[src/tuning_pkg.sv]
// constants for the radio tuning configuration register bank
// Functional notes
// oscillator slope bits 7:6 pick adjust: 11 wide, 10 narrow, 00 none, 01 reserved
// oscillator slope field is write-only; its read bits are undefined
// host programs slope field to the wide adjust setting at initialisation
// gain lock bit 7 disables amplifier gain control, powers down, holds maximum gain
// host sets write-enable bit 6 of register 20 before writing gain control
// host should set gain lock bit during initialisation to save power
// carrier-sense bit 7 overrides the carrier detection result
// host sets write-enable bit 6 of register 20 before writing carrier sense
// host writes 0x41 to both clock override registers after every reset
// synth waits count times 2 us in auto mode without lock signal; reset 0x64
// 32-bit identity over four read-only bytes, lowest address least significant
// identity bytes readable only while identity-read enable bit is set
// host sets identity-read enable only while reading identity bytes
// host writes zeros to all reserved bit positions
// writes to gain control and carrier sense ignored while write enable clear
package tuning_pkg;
  localparam logic [5:0] addr_osc_slope   = 6'h26;
  localparam logic [5:0] addr_gain_lock   = 6'h2e;
  localparam logic [5:0] addr_carrier     = 6'h2f;
  localparam logic [5:0] addr_clk_manual  = 6'h32;
  localparam logic [5:0] addr_clk_enables = 6'h33;
  localparam logic [5:0] addr_settle      = 6'h38;
  localparam logic [5:0] addr_id_b0       = 6'h3c;
  localparam logic [5:0] addr_id_b1       = 6'h3d;
  localparam logic [5:0] addr_id_b2       = 6'h3e;
  localparam logic [5:0] addr_id_b3       = 6'h3f;

  localparam int slope_hi = 7;
  localparam int slope_lo = 6;
  localparam int lock_bit = 7;

  localparam logic [1:0] slope_wide = 2'h3;
  localparam logic [1:0] slope_narrow = 2'h2;
  localparam logic [1:0] slope_none = 2'h0;

  localparam logic [7:0] rst_zero   = 8'h00;
  localparam logic [7:0] rst_settle = 8'h64;
  localparam logic [7:0] read_undef = 8'h00;

  // identity value is arbitrary
  localparam logic [31:0] chip_id_default = 32'h5a3c_9617;

  localparam int clk_mhz  = 10;
  localparam int step_us  = 2;
  localparam int step_cyc = step_us * clk_mhz;
  localparam logic [4:0] step_last = 5'(step_cyc - 1);
endpackage

[src/settle_timer.sv]
// synthesizer settle delay timer in 2 us steps
`timescale 1ns/1ps
module settle_timer (
  // clock and reset
  input  wire logic       clk,
  input  wire logic       rst_b,
  // control
  input  wire logic       start,
  input  wire logic [7:0] count,
  // status
  output logic            busy,
  output logic            done
);
  logic [4:0] sub_r;
  logic [7:0] steps_r;

  always_ff @(posedge clk or negedge rst_b) begin
    if (!rst_b) begin
      sub_r   <= 5'h00;
      steps_r <= 8'h00;
      busy    <= 1'b0;
      done    <= 1'b0;
    end else begin
      done <= 1'b0;
      if (start) begin
        sub_r   <= 5'h00;
        steps_r <= count;
        busy    <= (count != 8'h00);
        done    <= (count == 8'h00);
      end else if (busy) begin
        if (sub_r == tuning_pkg::step_last) begin
          sub_r <= 5'h00;
          steps_r <= steps_r - 8'h01;
          if (steps_r == 8'h01) begin
            busy <= 1'b0;
            done <= 1'b1;
          end
        end else begin
          sub_r <= sub_r + 5'h01;
        end
      end
    end
  end
endmodule // settle_timer

[src/tuning_regs.sv]
// radio tuning configuration and identity register bank
`timescale 1ns/1ps
module tuning_regs (
  // clock and reset
  input  wire logic       clk,
  input  wire logic       rst_b,
  // register port
  input  wire logic [5:0] reg_addr,
  input  wire logic [7:0] reg_wdata,
  input  wire logic       reg_wr,
  input  wire logic       reg_rd,
  output logic      [7:0] reg_rdata,
  // analog control bits held elsewhere
  input  wire logic       gain_write_en,
  input  wire logic       id_read_en,
  // synthesizer
  input  wire logic       auto_synth,
  input  wire logic       use_pll_lock,
  input  wire logic       synth_start,
  output logic            synth_waiting,
  output logic            synth_settled,
  // analog controls
  output logic      [1:0] osc_slope_sel,
  output logic            gain_ctl_disable,
  output logic            gain_max_hold,
  output logic            gain_power_down,
  output logic            carrier_override,
  output logic      [7:0] clk_manual,
  output logic      [7:0] clk_enables
);
  logic [7:0] gain_r;
  logic [7:0] carrier_r;
  logic [7:0] settle_r;
  logic [7:0] rdata_nxt;
  logic       t_busy;
  logic       t_done;
  logic [31:0] chip_id;

  assign chip_id = tuning_pkg::chip_id_default;

  // slope field, write-only
  always_ff @(posedge clk or negedge rst_b) begin
    if (!rst_b) begin
      osc_slope_sel <= tuning_pkg::slope_none;
    end else if (reg_wr && reg_addr == tuning_pkg::addr_osc_slope) begin
      osc_slope_sel <= reg_wdata[tuning_pkg::slope_hi:tuning_pkg::slope_lo];
    end
  end

  // gated registers
  always_ff @(posedge clk or negedge rst_b) begin
    if (!rst_b) begin
      gain_r    <= tuning_pkg::rst_zero;
      carrier_r <= tuning_pkg::rst_zero;
    end else if (reg_wr && gain_write_en) begin
      if (reg_addr == tuning_pkg::addr_gain_lock) begin
        gain_r <= reg_wdata;
      end
      if (reg_addr == tuning_pkg::addr_carrier) begin
        carrier_r <= reg_wdata;
      end
    end
  end

  // gain lock and carrier override outputs
  always_ff @(posedge clk or negedge rst_b) begin
    if (!rst_b) begin
      gain_ctl_disable <= 1'b0;
      gain_max_hold    <= 1'b0;
      gain_power_down  <= 1'b0;
      carrier_override <= 1'b0;
    end else begin
      gain_ctl_disable <= gain_r[tuning_pkg::lock_bit];
      gain_max_hold    <= gain_r[tuning_pkg::lock_bit];
      gain_power_down  <= gain_r[tuning_pkg::lock_bit];
      carrier_override <= carrier_r[tuning_pkg::lock_bit];
    end
  end

  // clock override registers
  always_ff @(posedge clk or negedge rst_b) begin
    if (!rst_b) begin
      clk_manual  <= tuning_pkg::rst_zero;
      clk_enables <= tuning_pkg::rst_zero;
    end else if (reg_wr) begin
      if (reg_addr == tuning_pkg::addr_clk_manual) begin
        clk_manual <= reg_wdata;
      end
      if (reg_addr == tuning_pkg::addr_clk_enables) begin
        clk_enables <= reg_wdata;
      end
    end
  end

  // settle count
  always_ff @(posedge clk or negedge rst_b) begin
    if (!rst_b) begin
      settle_r <= tuning_pkg::rst_settle;
    end else if (reg_wr && reg_addr == tuning_pkg::addr_settle) begin
      settle_r <= reg_wdata;
    end
  end

  settle_timer u_timer (
    .clk   (clk),
    .rst_b (rst_b),
    .start (synth_start && auto_synth && !use_pll_lock),
    .count (settle_r),
    .busy  (t_busy),
    .done  (t_done)
  );

  always_ff @(posedge clk or negedge rst_b) begin
    if (!rst_b) begin
      synth_waiting <= 1'b0;
      synth_settled <= 1'b0;
    end else begin
      synth_waiting <= t_busy;
      synth_settled <= t_done;
    end
  end

  // read mux
  always_comb begin
    rdata_nxt = 8'h00;
    case (reg_addr)
      tuning_pkg::addr_osc_slope:   rdata_nxt = tuning_pkg::read_undef;
      tuning_pkg::addr_gain_lock:   rdata_nxt = gain_r;
      tuning_pkg::addr_carrier:     rdata_nxt = carrier_r;
      tuning_pkg::addr_clk_manual:  rdata_nxt = clk_manual;
      tuning_pkg::addr_clk_enables: rdata_nxt = clk_enables;
      tuning_pkg::addr_settle:      rdata_nxt = settle_r;
      tuning_pkg::addr_id_b0:       rdata_nxt = id_read_en ? chip_id[7:0]   : 8'h00;
      tuning_pkg::addr_id_b1:       rdata_nxt = id_read_en ? chip_id[15:8]  : 8'h00;
      tuning_pkg::addr_id_b2:       rdata_nxt = id_read_en ? chip_id[23:16] : 8'h00;
      tuning_pkg::addr_id_b3:       rdata_nxt = id_read_en ? chip_id[31:24] : 8'h00;
      default:                      rdata_nxt = 8'h00;
    endcase
  end

  always_ff @(posedge clk or negedge rst_b) begin
    if (!rst_b) begin
      reg_rdata <= 8'h00;
    end else if (reg_rd) begin
      reg_rdata <= rdata_nxt;
    end
  end
endmodule // tuning_regs

[config.mk]
export PLATFORM = sky130hd
export DESIGN_NAME = tuning_regs
export DESIGN_NICKNAME = d
export VERILOG_FILES = /design/src/tuning_pkg.sv /design/src/settle_timer.sv /design/src/tuning_regs.sv
export SDC_FILE = /design/constraint.sdc
export NUM_CORES = 1
export LEC_CHECK = 0
export BUFFER_PORTS_ARGS = -buffer_cell sky130_fd_sc_hd__buf_2
export CAP_MARGIN = 20
export CORE_UTILIZATION = 45
export DETAILED_ROUTE_END_ITERATION = 10
export PLACE_DENSITY = 0.76
export SETUP_SLACK_MARGIN = 0.3
export SYNTH_ARGS = -nofsm -noshare
export SYNTH_HDL_FRONTEND = slang
export SYNTH_SLANG_ARGS = --single-unit
[constraint.sdc]
create_clock -name clk -period 1.88 [get_ports clk]
set_input_delay 0.282 -clock clk [delete_from_list [all_inputs] [get_ports clk]]
set_output_delay 0.282 -clock clk [all_outputs]
set_load 0.01 [all_outputs]
==> results.toml <==
[outcome]
status = "complete, no violations"

[grt]
grt_use_met3 = 0.03638
grt.met2_usage = 0.3436
grt-busiest-layer = "met2"
grt_util_all_layers = 0.2149
grt_pass1_vias = 2622
grt_overflow = 0
grt_pass1_wl_mm = 13.45
grt_max_degree = 70
antenna_found_initial = 0
grt_use_met1 = 0.2778

[finish]
multi_input_area_mm2 = 0.001624
ff_latch_area_mm2 = 0.001730
drive_above_1_share = 0.3861
areaGrowthSynthToFinish_pct = 19.00
num_antenna_cells = 0
fillers = 626
final_nets = 394

[floorplan]
dieArea_mm2 = 0.008082
rows = 31
die_w_um = 89.90
coreArea_mm2 = 0.007370
start_util = 0.4718
io_pins = 55
die_y_um = 89.90

[route]
wl_per_cell_um = 17.61
viasPerCell = 5.824
drc = 0
drt_iter0_drc = 207
firstDrtPassIters = 4
num_vias = 2749
ant_nets = 0
wl_mm = 8.312

[timing]
rsz0062_at_grt = "true"
fin_crit_sh = 0.8526
relSlewSlack = 0.7125
worst_pin_slew_ps = 429.9
skew_ps = 8.752
period_needed_ps = 1603
timing.fmax_mhz = 623.8
finalSetupViolations = 0
finalSetupTns_ps = 0
finalHoldViolCount = 0
slew_violations = 0

[worst_hold_path]
min_path_type = "in -> reg"
holdPathStages = 3
min_from = "reg_wdata[2]"
min_to = "clk_manual[2]"

[worst_setup_path]
r2r-start = "u_timer.sub_r[1]"
crit_chain = "ha_1 > and4bb_2 > nand4b_1 > or3_1 > a31oi_1"
startpoint_type = "flop"
crit_type = "reg -> reg"
max_stage_delay_ps = 380
end_kind = "flop"
r2r_setup_slack_ps = 280
cp-startpoint = "u_timer.sub_r[1]"
cp_max_fo = 4
arrival_ps = 1870
crit_family = "simple AND/OR/NAND/NOR gates"
r2r_end = "u_timer.steps_r[4]"
worst-path-buf-inv = 0
crit_slowest_cell = "dfrtp_1"
rr_worst_depth = 5
crit_required_ps = 2150

[job]
maxCapViolations = 0

[power_and_ir_drop]
cellLeakagePower_nw = 1.956
p_total_mw = 3.987
ir_drop_uv = 334.2
pwr_density_cell_mw_per_mm2 = 963.5

[place]
port_buffers = 54
hpwl_mm = 5.878
place_congestion = 0.9067

[clocking]
cts.path.max_buffers = 2
cts_buffers = 9
root_buffer = "clkbuf_8"
clk_latency_ps = 350
clkTransAtPathRegs_ps = 70
cts.sinks = 69
htree_levels = 3
cts_tree = "built"

[yosys]
async_flop_share = 1.000
yosysWarningCount = 0
syn-num-nets = 329
synth-main-ff-cell = "dfrtp_1"
ys_seq_area_frac = 0.4977
synth_edf_count = 0
syn_area_mm2 = 0.003477
ys_types = 58
synthesis.instances = 303
syn_area_per_cell_um2 = 11.48
synth_seq_cells = 69
-- synthesized netlist by cell type, types with 2 or more instances --
library cell,n,area share
a21oi_1,11,0.016
a22oi_1,2,0.0043
a31oi_1,8,0.014
a32oi_1,7,0.018
a41oi_1,2,0.0050
and3_1,3,0.0054
and4_1,2,0.0050
and4b_1,2,0.0058
and4bb_4,2,0.0094
buf_2,5,0.0072
buf_4,7,0.015
clkbuf_1,4,0.0043
dfrtp_1,66,0.47
dfstp_2,3,0.023
ha_1,3,0.011
inv_1,6,0.0065
mux2_1,4,0.013
mux2_2,42,0.14
mux2i_1,2,0.0058
nand2_1,24,0.026
nand2b_1,2,0.0036
nand3_1,12,0.017
nand3b_1,2,0.0043
nand4_1,9,0.016
nor2_1,11,0.012
nor2b_1,5,0.0090
nor3_1,5,0.0072
nor3_4,2,0.0094
nor3b_1,4,0.0086
nor4_1,5,0.0090
o21ai_0,9,0.013
or3_1,3,0.0054
xor2_1,4,0.010
-- worst max path at each step --
stage	end	slack, ps	depth (start not counted)
finish	u_timer.steps_r[4]	280	5
global route	u_timer.steps_r[4]	170	5
CTS	u_timer.steps_r[4]	320	5
detailed placement	gain_r[2]	140	4
global placement	gain_r[5]	180	4
floorplan	gain_r[0]	420	4
-- sequential cells by signal, summed over array words and instances, names as in the netlist, 2 cells and up --
signal	count
gain_r	8
clk_enables	8
u_timer.sub_r	5
reg_rdata	8
osc_slope_sel	2
u_timer.steps_r	8
carrier_r	8
clk_manual	8
settle_r	8
-- metal layers --
metal  vias to the layer above  share of wire
met5                         -              0
met3                        18          0.052
li1                       1267              -
met4                         0          0.030
met2                        98           0.47
met1                      1366           0.45
-- final cells by class --
cell class,instances,share of cell area
well taps,99,0.02994
repair buffers,71,0.09979
multi-input cells,211,0.3925
flip-flops and latches,69,0.4182
clock buffers,10,0.03326
inverters,6,0.005443
clock inverters,6,0.02086
-- power by group --
part | internal, mW | leakage (nW) | switching, mW | total [mW]
clock | 0.780 | 0.112 | 0.571 | 1.35
sequential | 1.71 | 0.909 | 0.207 | 1.91
combinational | 0.345 | 0.934 | 0.377 | 0.721
total | 2.83 | 1.96 | 1.16 | 3.99
-- stage by stage --
step	util	instance area, µm²	std cells	setup slack (ps)	hold slack [ps]
floorplan	-	3477	303	419.7	-13.59
global placement	0.5272	3885	453	176.5	331.1
detailed placement	0.5272	3885	453	143.4	333.2
CTS	0.5610	4134	472	316.2	205.4
global route	0.5615	4138	472	165.6	230.0
finish	0.5615	4138	472	277.0	210.3
-- repair_timing --
action | 4_1_cts | 5_1_grt
resized for setup | 0 | 4
pin swaps | 1 | 1
setup endpoints to repair | 2 | 6
buffers inserted | 2 | 0
endpoints found under the hold margin | 66 | 0
hold buffers | 1 | 0
-- tightest hold or removal path, delay by kind of cell --
family | cells | cell delay [ps]
simple gates | 1 | 50
compound gates | 1 | 60
buf+inv | 1 | 130
-- placed cells by master, fill, tap and decap left out, types with 3 or more instances in the layout --
cell type | synthesis | layout
dfrtp_1 | 66 | 66
buf_2 | 5 | 54
mux2_2 | 42 | 42
nand2_1 | 24 | 24
buf_4 | 7 | 15
nand3_1 | 12 | 12
a21oi_1 | 11 | 11
nor2_1 | 11 | 11
clkbuf_8 | 0 | 10
nand4_1 | 9 | 9
a31oi_1 | 8 | 8
o21ai_0 | 9 | 7
a32oi_1 | 7 | 7
inv_1 | 6 | 6
nor4_1 | 5 | 5
nor3_1 | 5 | 5
nor2b_1 | 5 | 5
nor3b_1 | 4 | 4
mux2_1 | 4 | 4
xor2_1 | 4 | 4
or3_1 | 3 | 3
and3_1 | 3 | 3
ha_1 | 3 | 3
dfstp_2 | 3 | 3
-- logic make-up (layout without fill, tap and decap cells) --
group / count (synthesis) / in the layout / share of synthesized area
xor gates and xnor gates: 5 / 5 / 0.01259
and+or+nand+nor: 103 / 103 / 0.1846
DFF: 69 / 69 / 0.4977
adders and majority gates: 3 / 3 / 0.01080
AOI/OAI and AO/OA: 52 / 52 / 0.1033
buffers and inverters: 23 / 93 / 0.03634
muxes: 48 / 48 / 0.1547
(Power assumes the default switching activity.)
